File: config.mk
export PLATFORM = sky130hd
export DESIGN_NAME = pin_strap_switch_config
export DESIGN_NICKNAME = d
export VERILOG_FILES = /design/src/include/strap_cfg_pkg.sv /design/src/hdl/pin_strap_switch_config.sv /design/src/hdl/strap_sync.sv
export SDC_FILE = /design/constraint.sdc
export NUM_CORES = 1
export LEC_CHECK = 0
export ABC_CLOCK_PERIOD_IN_PS = 3450
export BUFFER_PORTS_ARGS = -buffer_cell sky130_fd_sc_hd__buf_2
export CORE_ASPECT_RATIO = 1.75
export CORE_MARGIN = 10
export CORE_UTILIZATION = 35
export DETAILED_ROUTE_END_ITERATION = 12
export GPL_ROUTABILITY_DRIVEN = 0
export PLACE_DENSITY_LB_ADDON = 0.15
export SETUP_SLACK_MARGIN = 0.1
export SYNTH_ARGS = -nofsm -noshare
export SYNTH_HDL_FRONTEND = slang
export SYNTH_HIERARCHICAL = 1
export SYNTH_SLANG_ARGS = --single-unit
File: constraint.sdc
create_clock -name clk -period 3.45 [get_ports clk]
set_input_delay 0.69 -clock clk [delete_from_list [all_inputs] [get_ports clk]]
set_output_delay 0.69 -clock clk [all_outputs]
set_load 0.01 [all_outputs]
File: src/include/strap_cfg_pkg.sv
// Constants and field layout for the strap-pin configuration loader
//
// How it works
// - Drive current bit: 0 selects 10 mA, 1 selects 20 mA, all outputs.
// - Register fields fill straight from strap pin levels, high is one.
// - Straps apply after reset until the first serial register access.
// - Enable strap 0 turns channels off into standby, 1 turns them on.
// - Source select 00/01/10 routes outputs from group A/B/C; 11 illegal.
// - Same source select picks auxiliary group A/B/C; 11 illegal.
// - Auxiliary switch enable held at one while strap configured.
// - Input termination bit fixed at one while strap configured.
// - Both termination pulse registers read all zeros while strap configured.
// - One equalization strap fills all twelve equalizer bits.
// - Equalization strap 0 gives 6 dB, 1 gives 12 dB.
// - Pre-emphasis straps: 00 none, 01 2 dB, 10 4 dB, 11 6 dB.
// - Modes register: enable in bit 6, source select bits 1:0, others zero.
// - Transmitter register: pre-emphasis bits 3:2, drive current bit 0.
package strap_cfg_pkg;
    localparam int          REG_W         = 8;
    localparam int          EQ_CHANNELS   = 12;
    localparam int          EQ_AB_BITS    = 8;
    // Modes register fields
    localparam int          HS_EN_BIT     = 6;
    localparam int          SEL_LSB       = 0;
    localparam int          SEL_W         = 2;
    // Transmitter register fields
    localparam int          TX_PE_LSB     = 2;
    localparam int          TX_PE_W       = 2;
    localparam int          DRIVE_CURRENT_BIT_BIT    = 0;
    // Receiver register field
    localparam int          RX_TO_BIT     = 0;
    // Fixed values in strap mode
    localparam logic        AUX_EN_FIXED  = 1'b1;
    localparam logic        RX_TO_FIXED   = 1'b1;
    localparam logic [7:0]  PULSE_FIXED   = 8'h00;
    localparam logic [7:0]  REG_ZERO      = 8'h00;
    // Source select codes
    localparam logic [1:0]  SEL_A         = 2'h0;
    localparam logic [1:0]  SEL_B         = 2'h1;
    localparam logic [1:0]  SEL_C         = 2'h2;
    localparam logic [1:0]  SEL_ILLEGAL   = 2'h3;
    // Analog figures, for reference by the analog side
    localparam int          DRIVE_LOW_MA  = 10;
    localparam int          DRIVE_HIGH_MA = 20;
    localparam int          EQ_LOW_DB     = 6;
    localparam int          EQ_HIGH_DB    = 12;
    typedef enum logic [1:0] {PE_0DB, PE_2DB, PE_4DB, PE_6DB} preemph_t;
    typedef enum {CFG_STRAP, CFG_SERIAL} cfg_src_t;
endpackage

File: src/hdl/pin_strap_switch_config.sv
// Strap-pin configuration loader for the switch control registers
`timescale 1ns/1ps
module pin_strap_switch_config
    import strap_cfg_pkg::*;
#(
    parameter int NUM_EQ = EQ_CHANNELS
) (
    // Clock and reset
    input  wire logic              clk,
    input  wire logic              resetn,
    // Board strap pins
    input  wire logic              strap_hs_enable,
    input  wire logic [1:0]        strap_source_select,
    input  wire logic              strap_equalization_level,
    input  wire logic [1:0]        strap_preemphasis_level,
    input  wire logic              strap_drive_current,
    // Serial control side
    input  wire logic              serial_access,
    input  wire logic              serial_we,
    input  wire logic [2:0]        serial_reg_sel,
    input  wire logic [REG_W-1:0]  serial_wdata,
    // Register contents
    output logic [REG_W-1:0]       high_speed_switch_modes,
    output logic [REG_W-1:0]       auxiliary_switch_modes,
    output logic [REG_W-1:0]       receiver_termination_settings,
    output logic [REG_W-1:0]       termination_pulse_ab,
    output logic [REG_W-1:0]       termination_pulse_c,
    output logic [REG_W-1:0]       equalizer_level_ab,
    output logic [REG_W-1:0]       equalizer_level_c,
    output logic [REG_W-1:0]       transmitter_drive_settings,
    // Decoded controls
    output logic                   hs_channels_on,
    output logic [1:0]             hs_source,
    output logic                   aux_switch_on,
    output logic [1:0]             aux_common_port,
    output logic [NUM_EQ-1:0]      eq_high,
    output logic [1:0]             preemphasis,
    output logic                   drive_current_bit,
    output logic                   strap_mode
);
    localparam int NUM_REGS = 8;
    localparam int SYNC_W   = 7;

    logic [SYNC_W-1:0] strap_sync_bus;
    logic              s_en;
    logic [1:0]        s_sel;
    logic              s_eq;
    logic [1:0]        s_pe;
    logic              s_ocl;

    // Pins are asynchronous to clk
    strap_sync #(
        .WIDTH (SYNC_W)
    ) u_sync (
        .clk      (clk),
        .resetn   (resetn),
        .pin_in   ({strap_hs_enable, strap_source_select, strap_equalization_level,
                    strap_preemphasis_level, strap_drive_current}),
        .pin_sync (strap_sync_bus)
    );

    assign {s_en, s_sel, s_eq, s_pe, s_ocl} = strap_sync_bus;

    cfg_src_t         src_ff;
    cfg_src_t         nxt_src;
    logic [REG_W-1:0] regs_ff [NUM_REGS];
    logic [REG_W-1:0] nxt_regs [NUM_REGS];
    logic [REG_W-1:0] strap_regs [NUM_REGS];

    always_comb begin
        nxt_src = src_ff;
        case (src_ff)
            CFG_STRAP:  if (serial_access) nxt_src = CFG_SERIAL;
            CFG_SERIAL: nxt_src = CFG_SERIAL;
            default:    nxt_src = CFG_STRAP;
        endcase
    end

    // Strap image of every register
    always_comb begin
        for (int i = 0; i < NUM_REGS; i++) begin
            strap_regs[i] = REG_ZERO;
        end
        strap_regs[0][HS_EN_BIT]               = s_en;
        strap_regs[0][SEL_LSB +: SEL_W]        = s_sel;
        strap_regs[1][HS_EN_BIT]               = AUX_EN_FIXED;
        strap_regs[1][SEL_LSB +: SEL_W]        = s_sel;
        strap_regs[2][RX_TO_BIT]               = RX_TO_FIXED;
        strap_regs[3]                          = PULSE_FIXED;
        strap_regs[4]                          = PULSE_FIXED;
        strap_regs[5]                          = {REG_W{s_eq}};
        strap_regs[6][NUM_EQ-EQ_AB_BITS-1:0]   = {(NUM_EQ - EQ_AB_BITS){s_eq}};
        strap_regs[7][TX_PE_LSB +: TX_PE_W]    = s_pe;
        strap_regs[7][DRIVE_CURRENT_BIT_BIT]              = s_ocl;
    end

    always_comb begin
        for (int i = 0; i < NUM_REGS; i++) begin
            if (src_ff == CFG_STRAP) begin
                nxt_regs[i] = strap_regs[i];
            end else begin
                nxt_regs[i] = regs_ff[i];
            end
        end
        // Write in the handover cycle lands on the strap image's place
        if (serial_access && serial_we) begin
            nxt_regs[serial_reg_sel] = serial_wdata;
        end
    end

    always_ff @(posedge clk or negedge resetn) begin
        if (!resetn) begin
            src_ff <= CFG_STRAP;
            for (int i = 0; i < NUM_REGS; i++) begin
                regs_ff[i] <= REG_ZERO;
            end
        end else begin
            src_ff <= nxt_src;
            for (int i = 0; i < NUM_REGS; i++) begin
                regs_ff[i] <= nxt_regs[i];
            end
        end
    end

    assign high_speed_switch_modes       = regs_ff[0];
    assign auxiliary_switch_modes        = regs_ff[1];
    assign receiver_termination_settings = regs_ff[2];
    assign termination_pulse_ab          = regs_ff[3];
    assign termination_pulse_c           = regs_ff[4];
    assign equalizer_level_ab            = regs_ff[5];
    assign equalizer_level_c             = regs_ff[6];
    assign transmitter_drive_settings    = regs_ff[7];
    assign strap_mode                    = (src_ff == CFG_STRAP);

    assign hs_channels_on    = regs_ff[0][HS_EN_BIT];
    assign hs_source         = regs_ff[0][SEL_LSB +: SEL_W];
    assign aux_switch_on     = regs_ff[1][HS_EN_BIT];
    assign aux_common_port   = regs_ff[1][SEL_LSB +: SEL_W];
    // per input level, 1 is 12 dB
    assign eq_high           = {regs_ff[6][NUM_EQ-EQ_AB_BITS-1:0], regs_ff[5]};
    assign preemphasis       = regs_ff[7][TX_PE_LSB +: TX_PE_W];
    assign drive_current_bit = regs_ff[7][DRIVE_CURRENT_BIT_BIT];
endmodule

File: src/hdl/strap_sync.sv
// Two-flop synchroniser for a bundle of strap pins
`timescale 1ns/1ps
module strap_sync #(
    parameter int WIDTH = 1
) (
    // Clock and reset
    input  wire logic             clk,
    input  wire logic             resetn,
    // Pins and result
    input  wire logic [WIDTH-1:0] pin_in,
    output logic      [WIDTH-1:0] pin_sync
);
    logic [WIDTH-1:0] meta_ff;
    logic [WIDTH-1:0] sync_ff;
    logic [WIDTH-1:0] nxt_meta;
    logic [WIDTH-1:0] nxt_sync;

    always_comb begin
        nxt_meta = pin_in;
        nxt_sync = meta_ff;
    end

    always_ff @(posedge clk or negedge resetn) begin
        if (!resetn) begin
            meta_ff <= '0;
            sync_ff <= '0;
        end else begin
            meta_ff <= nxt_meta;
            sync_ff <= nxt_sync;
        end
    end

    assign pin_sync = sync_ff;
endmodule

==> results.txt, run 1 <==
The sum of negative setup slack came out at 0 ns. The worst setup path is of the reg2out kind. The wire length of the first global-routing pass is around 14 mm. The placeable core region is 9410 um^2. The clock latency reported for the late side of the worst-skew pair is around 0.34 ns. The largest total area in the synthesized netlist belongs to sky130_fd_sc_hd__dfrtp_1. The clock tree skew after final layout is between 0.006 and 0.007 ns. Clock-pin slew was measured on the worst setup and hold paths at 0.06 ns. sky130_fd_sc_hd__dfrtp_1 is the most common cell in the netlist.

The final standard cell utilization of the core is ~44%. The critical path goes through inv_1, buf_2. The post-synthesis xor/xnor area fraction is 0%. The number of antenna violations at the first check in global routing is 0. The cell area that synthesis handed to floorplanning was between 3000 and 4000 um^2. The repair_antennas step left the layout with diodes totalling 0. Across the run, the number of max-cap violations was 0. The number of gates resized after CTS was 0. After synthesis, the mean cell area works out to 11.6 um^2. The number of hold-repair buffers added at the cts stage is 0. The number of warnings printed during yosys synthesis is 6. The half-perimeter wire length after placement came out at around 6.5 mm. The total wirelength of the detailed-routed design is about 9.0 mm. After Yosys synthesis, and, or, nand and nor cells account for 14.6% of the synthesized area. 108 I/O pins were placed. The flow ran to the end, and the final reports show no timing, DRC or antenna violations. The final-report hold violation count is 0.

The tightest slew margin relative to the limit is between 30% and 40%. The timing-limited maximum frequency came out at between 0.4 and 0.5 GHz. The slowest stage of the critical path belongs to the cell sky130_fd_sc_hd__dfrtp_2. The path class of the tightest hold or removal check is reg2reg.

The total CTS buffers is 9. Counting distinct cell types in the post-synthesis netlist gives 22. The number of nets in the final layout came out at 400. The post-CTS setup buffer count is 0. The total number of vias is 2,305. Total power for the finished layout comes to ~2.8 mW. After detailed routing, the average wire length per cell comes to 17.9 um. The minimum hold slack is 0.348 ns.

On the worst path, the slowest cell contributes a delay of 0.70 ns. The endpoint required time on the critical path is 2.76 ns. CTS placed an instance of sky130_fd_sc_hd__clkbuf_16 at the clock tree root. The clock period could shrink to 2.11 ns. The number of optimization iterations in the first detailed-route pass is 4. Counting flops with an async set or reset pin after synthesis yields a share of between 90% and 100%.

The area of the die is 14,100 um^2. The number of global-route vias before repair came out at roughly 2,500. The final count of negative-setup-slack endpoints came out at 0. In this run the remaining antenna-violating nets after routing total 0. In this run the worst path has a maximum fanout of 28. The commonest cells after synthesis are sky130_fd_sc_hd__dfrtp_1, sky130_fd_sc_hd__nand2_1, sky130_fd_sc_hd__mux2i_1. The leakage dissipation came out at approximately 2.2 nW. The area share of the largest cell type after synthesis is approximately three fifths. The multiplexer area fraction after synthesis is 17.9%. Setup repair after global routing left no endpoint under its margin.

The peak supply drop is approximately 0.33 mV. The worst path arrival time is 1.42 ns. After synthesis, the largest family of logic cells by area is multiplexers.

The final critical-path share of the clock period came out at between 60% and 70%. The initial core utilization came out at 35.6%. The aggregate global routing overflow is 0. The H-tree depth came out at 3. The TritonCTS clock tree is done. The post-synthesis instance total is 290. The power density over the cells is 674 nW/um^2.

By area the synthesized netlist is led by sky130_fd_sc_hd__dfrtp_1, sky130_fd_sc_hd__mux2i_1, sky130_fd_sc_hd__nand2_1. In the global route stage, overall resource usage came out at a little over an eighth. The count of flip-flops with a built-in enable after synthesis came out at 0. The fraction of layout instances using a drive strength above 1 came out at 38.9%. The number of port buffers is 107. Of the total synthesized cell area, the portion taken by full adders, half adders and majority gates is 0%. The detail-routed via count per cell is 4.56.

The pin count of the biggest net entering global routing is 80. For the pin with the worst max-slew slack, the measured transition is ~1.0 ns. After synthesis, flip-flops and latches occupy 59.0% of the total area.

The compound-cell area share of the yosys netlist is between 1.5 and 2%. The overall die height came out at 149 um. The number of storage elements in the synthesis netlist came out at 79. The buffer levels on the longest clock path came out at 2. The floorplan step set the die width to 94.0 um. The final-report max-slew violation count came to 0. Row generation in the floorplan step produced 47 rows. The total DRC errors in the routed layout came out at 0. Counting every net in the synthesized netlist gives 312.

The count of clock tree sinks is a little under 80. STA classifies the critical path startpoint as a flop. The critical path endpoint category is a primary output. In the synthesized netlist the dominant register cell turns out to be sky130_fd_sc_hd__dfrtp_1. The detailed router finished its first iteration with 105 violations. The area added between synthesis and finish came out at 23.7%.
sequential cells by signal, indices dropped and copies added, names as in the netlist:
signal,flops
receiver_termination_settings,8
transmitter_drive_settings,8
termination_pulse_c,8
termination_pulse_ab,8
src_ff,1
high_speed_switch_modes,8
u_sync/meta_ff,7
auxiliary_switch_modes,8
equalizer_level_ab,8
u_sync/pin_sync,7
equalizer_level_c,8
cell usage in the layout (no fill, tap or decap):
| cell | Yosys | routed |
|---|---|---|
| sky130_fd_sc_hd__and3_1 | 1 | 1 |
| sky130_fd_sc_hd__buf_2 | 1 | 106 |
| sky130_fd_sc_hd__buf_4 | 21 | 2 |
| sky130_fd_sc_hd__bufinv_16 | 0 | 1 |
| sky130_fd_sc_hd__clkbuf_1 | 7 | 1 |
| sky130_fd_sc_hd__clkbuf_16 | 0 | 9 |
| sky130_fd_sc_hd__clkinv_2 | 0 | 3 |
| sky130_fd_sc_hd__clkinv_4 | 0 | 1 |
| sky130_fd_sc_hd__clkinvlp_4 | 0 | 1 |
| sky130_fd_sc_hd__dfrtp_1 | 79 | 78 |
| sky130_fd_sc_hd__dfrtp_2 | 0 | 1 |
| sky130_fd_sc_hd__inv_1 | 9 | 9 |
| sky130_fd_sc_hd__mux2_1 | 2 | 2 |
| sky130_fd_sc_hd__mux2_2 | 14 | 14 |
| sky130_fd_sc_hd__mux2i_1 | 42 | 42 |
| sky130_fd_sc_hd__nand2_1 | 75 | 75 |
| sky130_fd_sc_hd__nand2b_1 | 6 | 6 |
| sky130_fd_sc_hd__nand3_1 | 8 | 8 |
| sky130_fd_sc_hd__nand3_2 | 1 | 1 |
| sky130_fd_sc_hd__nand3b_4 | 1 | 1 |
| sky130_fd_sc_hd__nor2_2 | 3 | 3 |
| sky130_fd_sc_hd__nor2_4 | 4 | 4 |
| sky130_fd_sc_hd__nor3_2 | 1 | 1 |
| sky130_fd_sc_hd__o21ai_0 | 8 | 8 |
| sky130_fd_sc_hd__o31a_1 | 2 | 2 |
| sky130_fd_sc_hd__or2_2 | 1 | 1 |
| sky130_fd_sc_hd__or3_1 | 2 | 2 |
worst paths after layout:
| check | from | end | slack, ns | depth (start not counted) |
|---|---|---|---|---|
| worst max-delay path | src_ff[0] | strap_mode | 1.34 | 2 |
| worst min-delay path | u_sync/meta_ff[2] | u_sync/pin_sync[2] | 0.35 | 0 |
| worst max register to register | src_ff[0] | high_speed_switch_modes[6] | 1.79 | 3 |
| worst min register to register | u_sync/meta_ff[2] | u_sync/pin_sync[2] | 0.35 | 0 |
| max in group asynchronous | resetn | src_ff[0] | 2.21 | 1 |
| min in group asynchronous | resetn | u_sync/meta_ff[4] | 0.52 | 1 |
layout make-up:
type	instances	area, um^2
inverters	9	33.8
flip-flops and latches	79	1980
clock inverters	6	61.3
repair buffers	108	546
fillers	955	5260
well taps	122	153
clock buffers	10	229
multi-input cells	171	1150
where the power goes:
part	switching [mW]	internal [mW]	total [mW]
clock network	0.379	0.558	0.936
logic	0.359	0.286	0.644
registers	0.108	1.11	1.22
total	0.846	1.95	2.80
metrics by stage:
step | setup slack [ns] | cell area [um^2] | cells
2_1_floorplan | 1.79 | 3350 | 290
3_3_place_gp | 1.43 | 3860 | 489
3_5_place_dp | 1.39 | 3860 | 489
4_1_cts | 1.32 | 4150 | 505
5_1_grt | 1.22 | 4150 | 505
6_report | 1.34 | 4150 | 505
cells by family after synthesis:
| kind of cell | after synthesis |
|---|---|
| simple gates | 103 |
| compound gates | 10 |
| buf+inv | 40 |
| mux | 58 |
| flops | 79 |
worst max-delay path: cells and delay by family (launching register included):
family                 cells  cell delay, ns
buffers and inverters      2            0.38
DFF                        1            0.70
per-layer routing:
| metal | vias up | GRT usage, % | routed length (um) |
|---|---|---|---|
| met5 | - | 0 | 0 |
| met4 | 0 | 7.10 | 233 |
| met3 | 13 | 3.66 | 591 |
| met2 | 74 | 22.5 | 4610 |
| met1 | 1113 | 14.9 | 3600 |
| li1 | 1105 | - | - |
(Power assumes the default switching activity.)
==> run 2, diff against run 1 <==
ABC_CLOCK_PERIOD_IN_PS = 1990   (was 3450)
clock period = 1.99 ns   (was 3.45 ns; I/O delays follow)
==> results.txt, run 2 (same netlist as run 1, synthesis figures left out) <==
The final count of negative-setup-slack endpoints came to 0 (unchanged). In the layout the commonest cells are sky130_fd_sc_hd__buf_2, sky130_fd_sc_hd__dfrtp_1, sky130_fd_sc_hd__nand2_1. The total wirelength of the detailed-routed design is 8.75 mm (-3.1%).

The minimum hold slack came out at 0.167 ns (-0.181 ns). The area taken by flip-flops and latches came out at 1980 um^2 (unchanged). The total power after layout came out at 4.93 mW (+76%). The final-report hold violation count came out at 0 (unchanged). Setup repair after global routing left no endpoint under its margin. The design area was 4240 um^2 (+2.3%). The register clock-pin slew on the reported worst setup and hold paths is 0.06 ns (about the same). The overall die height is 149 um (unchanged).

The number of optimization iterations in the first detailed-route pass is 4 (unchanged). The slowest stage of the critical path is the sky130_fd_sc_hd__dfrtp_2 cell. The worst setup slack before clock tree synthesis came out at 0.293 ns (-1.10 ns). The total number of placement rows was 47 (unchanged). The number of nets in the final layout is 407 (+1.8%). The worst-case setup margin in the final layout is 0.451 ns (-0.892 ns).

The endpoint required time on the critical path came out at 1.59 ns (-1.17 ns). The timing-limited maximum frequency came out at 0.650 GHz. The total routing resource utilization after global routing is 12.7% (-0.67 points). The largest driver fanout on the critical path came out at 14 (-50%). The total CTS buffers came out at 9 (unchanged). The average wire per standard cell came to 17.1 um (-4.5%).

The fraction of layout instances using a drive strength above 1 came to 40.0% (+1.1 points). The placed instance count came out at 495 (+1.2%). The power density over the cells came out at 1160 nW/um^2 (+72%). The half-perimeter wire length after placement is 6.60 mm (+1.0%). The final critical-path share of the clock period is 77.3%. Traced cell by cell, the critical path runs through inv_1, buf_2. The area of the die came out at 14,100 um^2 (unchanged).

The antenna diode count came out at 0 (unchanged). The root buffer cell chosen for the clock tree is sky130_fd_sc_hd__clkbuf_16. The final standard cell utilization of the core came out at 45.1% (+1.0 points).

The path class of the tightest hold or removal check is in2reg. The leakage dissipation is 2.20 nW (+2.0%). The max-cap check violation count is 0 (unchanged).

The run finished with clean final reports. The buffer levels on the longest clock path came to 2 (unchanged). The slew at the pin with the worst max-slew slack is 0.544 ns (-0.486 ns). The total number of vias is 2,347 (+1.8%). The area growth from synthesis to layout is 26.5%.

The number of antenna violations at the first check in global routing is 0 (unchanged). The die span in x came out at 94.0 um (unchanged). The fill cell instance count of the final layout is 928 (-2.8%). The number of violations reported at the end of detailed-routing iteration 0 came to 75 (-29%).

The worst setup path is captured at a primary output. The sum of negative setup slack was 0 ns (unchanged). The H-tree depth is 3 (unchanged). The number of top-level pins came out at 108 (unchanged). The number of global-route vias before repair is 2,493 (-1.0%). The total DRC errors in the routed layout is 0 (unchanged). The peak supply drop came out at 0.547 mV (+68%). The post-route minimum period came out at 1.54 ns. TritonCTS built the clock tree. The clock tree skew after final layout is 0.00494 ns (-0.00186 ns). The detail-routed via count per cell is 4.58 (+0.43%).

The multi-input logic area is 1150 um^2 (unchanged). The tightest slew margin relative to the limit came out at 63.6% (+32 points). The wire length of the first global-routing pass was 13.8 mm (-4.1%). The number of port buffers is 107 (unchanged). The count of clock tree sinks is 79 (unchanged). The worst setup path is launched from a flop.

The pin count of the biggest net entering global routing came out at 44 (-45%). The initial core utilization was 35.6% (unchanged). The post-CTS setup buffer count is 0 (unchanged). The clock latency reported for the late side of the worst-skew pair came out at 0.33 ns (about the same). The number of gates given a new drive strength after cts is 0 (unchanged). The placeable core region is 9410 um^2 (unchanged). The number of nets with antenna violations after routing is 0 (unchanged). The area of placed instances came to 3910 um^2 (+1.5%). The worst path arrival time is 1.14 ns (-0.28 ns). The aggregate global routing overflow came out at 0 (unchanged).

The most common cell after layout, fill and taps aside is sky130_fd_sc_hd__buf_2. The final-report max-slew violation count came out at 0 (unchanged). The delay contributed by the slowest stage of the critical path came out at 0.52 ns (-0.18 ns). The class of the most critical setup path is reg2out.

The number of hold-repair buffers added at the cts stage is 1 (+1). The final cell count without fillers is 512 (+1.4%).
## run 2: changes by cell type in the layout (fill, tap and decap cells not counted), sizes merged
| cell | delta |
|---|---|
| buf | +6 |
| clkbuf | +2 |
| clkinv | -4 |
| clkinvlp | +2 |
| dlygate4sd3 | +1 |
## run 2: path summary, 6_finish.rpt
| path | from | endpoint | slack [ns] | depth (start not counted) |
|---|---|---|---|---|
| worst max-delay path | src_ff[0] | strap_mode | 0.45 | 2 |
| worst min-delay path | strap_preemphasis_level[0] | u_sync/meta_ff[1] | 0.17 | 1 |
| worst max register to register | src_ff[0] | equalizer_level_ab[4] | 0.57 | 3 |
| worst min register to register | u_sync/meta_ff[2] | u_sync/pin_sync[2] | 0.35 | 0 |
| max in group asynchronous | resetn | equalizer_level_c[5] | 0.95 | 3 |
| min in group asynchronous | resetn | u_sync/meta_ff[5] | 0.50 | 2 |
## run 2: layout make-up
cell class / count / share of cell area [%]
sequential: 79 / 46.6
multi-input combinational: 171 / 27.0
timing repair buffer: 115 / 14.5
clock buffer: 12 / 6.28
tap: 122 / 3.60
clock inverter: 4 / 1.24
inverter: 9 / 0.796
## run 2: critical path: cells and delay by family, from the launching register on
kind	cells	cell delay [ns]
DFF	1	0.52
buffers and inverters	2	0.29
## run 2: routing by layer
metal | part of all wire, % | wire [um] | global-route usage, %
met5 | 0 | 0 | 0
met4 | 1.8 | 157 | 5.50
met3 | 7.0 | 609 | 4.11
met2 | 53 | 4620 | 22.0
met1 | 38 | 3370 | 13.7
## run 2: where the power goes
| part | total (mW) | internal, mW | leakage, nW | switching [mW] |
|---|---|---|---|---|
| clock network | 1.70 | 1.07 | 0.147 | 0.626 |
| logic | 1.12 | 0.505 | 1.11 | 0.616 |
| registers | 2.11 | 1.92 | 0.944 | 0.186 |
==> run 3, diff against run 2 <==
ABC_CLOCK_PERIOD_IN_PS = 1600   (was 1990)
clock period = 1.6 ns   (was 1.99 ns; I/O delays follow)
==> results.txt, run 3 (same netlist as run 1, synthesis figures left out) <==
The run finished with clean final reports. The number of optimization iterations in the first detailed-route pass came out at 4 (unchanged). The worst path arrival time came out at 1.11 ns (-0.03 ns). In this run the critical register-to-register path is captured at equalizer_level_ab[5]. The register clock-pin slew on the reported worst setup and hold paths came out at 0.06 ns (about the same). The initial core utilization came to 35.6% (unchanged). Leaving out fill and tap cells, the most frequent cell in the layout is sky130_fd_sc_hd__buf_2. The routed design could run at a clock period as short as ~1.4 ns. The total number of vias is 2,317 (-1.3%). The end point of the critical path is strap_mode. The number of nets with antenna violations after routing came out at 0 (unchanged). The clock root buffer is sky130_fd_sc_hd__clkbuf_16. The wire length of the first global-routing pass came out at 14.6 mm (+5.9%). The count of clock tree sinks is 79 (unchanged). The largest driver fanout on the critical path is 22 (+8). The final count of negative-setup-slack endpoints came out at 0 (unchanged).

The clock latency reported for the late side of the worst-skew pair was 0.33 ns (about the same). The leakage dissipation is 2.27 nW (+3.1%). The design area is 4340 um^2 (+2.4%). The power density over the cells was 1430 nW/um^2 (+23%). The number of port buffers came to 107 (unchanged). The max-cap check violation count is 0 (unchanged).

The buffer levels on the longest clock path is 2 (unchanged). The detail-routed via count per cell came out at 4.47 (-2.4%). The average wire per standard cell is 17.4 um (+1.9%). The total DRC errors in the routed layout is 0 (unchanged).

The final standard cell utilization of the core came to 46.2% (+1.1 points). The tightest min-delay check is of the in2reg type. The multi-input logic area is 1150 um^2 (+0.22%). The fill cell instance count of the final layout came out at 908 (-2.2%). The number of top-level pins came out at 108 (unchanged). The antenna diode count is 0 (unchanged).

The library cells used most frequently in the layout, excluding fill and tap cells, are sky130_fd_sc_hd__buf_2, sky130_fd_sc_hd__dfrtp_1, sky130_fd_sc_hd__nand2_1. The endpoint required time on the critical path is 1.28 ns (-0.31 ns). The total power after layout came out at 6.20 mW (+26%).

The worst-case reg-to-reg path depth came out at 5 (+2). TritonCTS built the clock tree. The pin count of the biggest net entering global routing came out at 38 (-14%). Setup repair after global routing left no endpoint under its margin. The overall die height came to 149 um (unchanged). The aggregate global routing overflow was 0 (unchanged). The number of nets in the final layout is 414 (+1.7%). The placeable core region came to 9410 um^2 (unchanged). The total routing resource utilization after global routing came to 13.6% (+0.83 points). The class of the most critical setup path is reg2out. The worst register-to-register path begins at src_ff[0]. The total number of placement rows came out at 47 (unchanged).

The number of global-route vias before repair is 2,658 (+6.6%). The final-report hold violation count is 0 (unchanged). The number of antenna violations at the first check in global routing is 0 (unchanged). The sum of negative setup slack is 0 ns (unchanged).

The area added between synthesis and finish is 29.5%. The total CTS buffers came out at 9 (unchanged). The die span in x is 94.0 um (unchanged).

The tightest slew margin relative to the limit came out at 74.7% (+11 points). The most critical setup path has its startpoint at src_ff[0]. The fraction of layout instances using a drive strength above 1 came out at 41.4% (+1.4 points). The slew at the pin with the worst max-slew slack came out at 0.379 ns (-0.165 ns). The total wirelength of the detailed-routed design came to 9.02 mm (+3.1%). The area of the die is 14,100 um^2 (unchanged). The H-tree depth is 3 (unchanged). The area of placed instances is 3960 um^2 (+1.3%).

The number of violations reported at the end of detailed-routing iteration 0 came out at 75 (unchanged). For this run, the top clock speed supported by timing is 0.702 GHz. The final critical-path share of the clock period is between 80% and 90%. The worst setup path is launched from a flop.

The peak supply drop came to 0.785 mV (+44%). The half-perimeter wire length after placement came to 6.63 mm (+0.45%). The clock tree skew after final layout came out at 0.00609 ns (+0.00115 ns).

The internal reg-to-reg setup slack is 0.28 ns (-0.29 ns). The area taken by flip-flops and latches came out at 1980 um^2 (unchanged). The final-report max-slew violation count came out at 0 (unchanged).

The worst setup path is captured at a primary output.
run 3: changes by cell type in the layout (fill, tap and decap cells not counted), sizes merged:
cell | before | now
clkinv | 0 | 3
clkinvlp | 3 | 0
bufbuf | 0 | 1
buf | 114 | 120
bufinv | 1 | 2
clkbuf | 12 | 9
inv | 9 | 10
run 3: layout make-up:
type                       instances  area share (%)
clock inverter                     6            2.19
clock buffer                       9            5.19
tap                              122            3.51
multi-input combinational        171            26.4
inverter                           9           0.778
sequential                        79            45.5
timing repair buffer             122            16.3
run 3: layer usage:
metal,vias to the layer above,track usage [%],wire [um]
met4,0,5.80,166
met5,-,0,0
met2,65,23.1,4690
met3,11,4.41,587
met1,1108,14.9,3580
li1,1133,-,-
run 3: worst min path at each step:
| stage | from | end | cells past startpoint |
|---|---|---|---|
| 2_1_floorplan | resetn | auxiliary_switch_modes[0] | 0 |
| 3_3_place_gp | resetn | u_sync/meta_ff[4] | 1 |
| 3_5_place_dp | resetn | u_sync/meta_ff[4] | 1 |
| 4_1_cts | strap_hs_enable | u_sync/meta_ff[6] | 1 |
| 5_1_grt | strap_source_select[1] | u_sync/meta_ff[5] | 1 |
| 6_report | strap_preemphasis_level[1] | u_sync/meta_ff[2] | 1 |
run 3: report_power, final:
part	switching, mW	total, mW	internal, mW	leakage, nW
registers	0.229	2.62	2.39	0.944
clock network	0.813	2.18	1.37	0.156
logic	0.766	1.40	0.633	1.17
run 3: critical path: stages (launching register included):
cell and delay (ns):
sky130_fd_sc_hd__dfrtp_2 0.42, sky130_fd_sc_hd__buf_12 0.16, sky130_fd_sc_hd__inv_2 0.08, sky130_fd_sc_hd__buf_6 0.10
run 3: timing repair:
item                                    4_1_cts  5_1_grt
setup buffers                                 1        0
gates cloned                                  1        0
hold endpoints to repair                     17        0
resized for setup                             1        2
hold buffers                                  1        0
endpoints found under the setup margin        1       12
run 3: per-stage QoR:
stage / std cells / hold WS (ns) / worst slack [ns]
2_1_floorplan: 290 / 0.0244 / 0.311
3_3_place_gp: 500 / 0.227 / 0.184
3_5_place_dp: 500 / 0.225 / 0.149
4_1_cts: 518 / 0.0766 / 0.106
5_1_grt: 518 / 0.0724 / 0.119
6_report: 518 / 0.0896 / 0.175
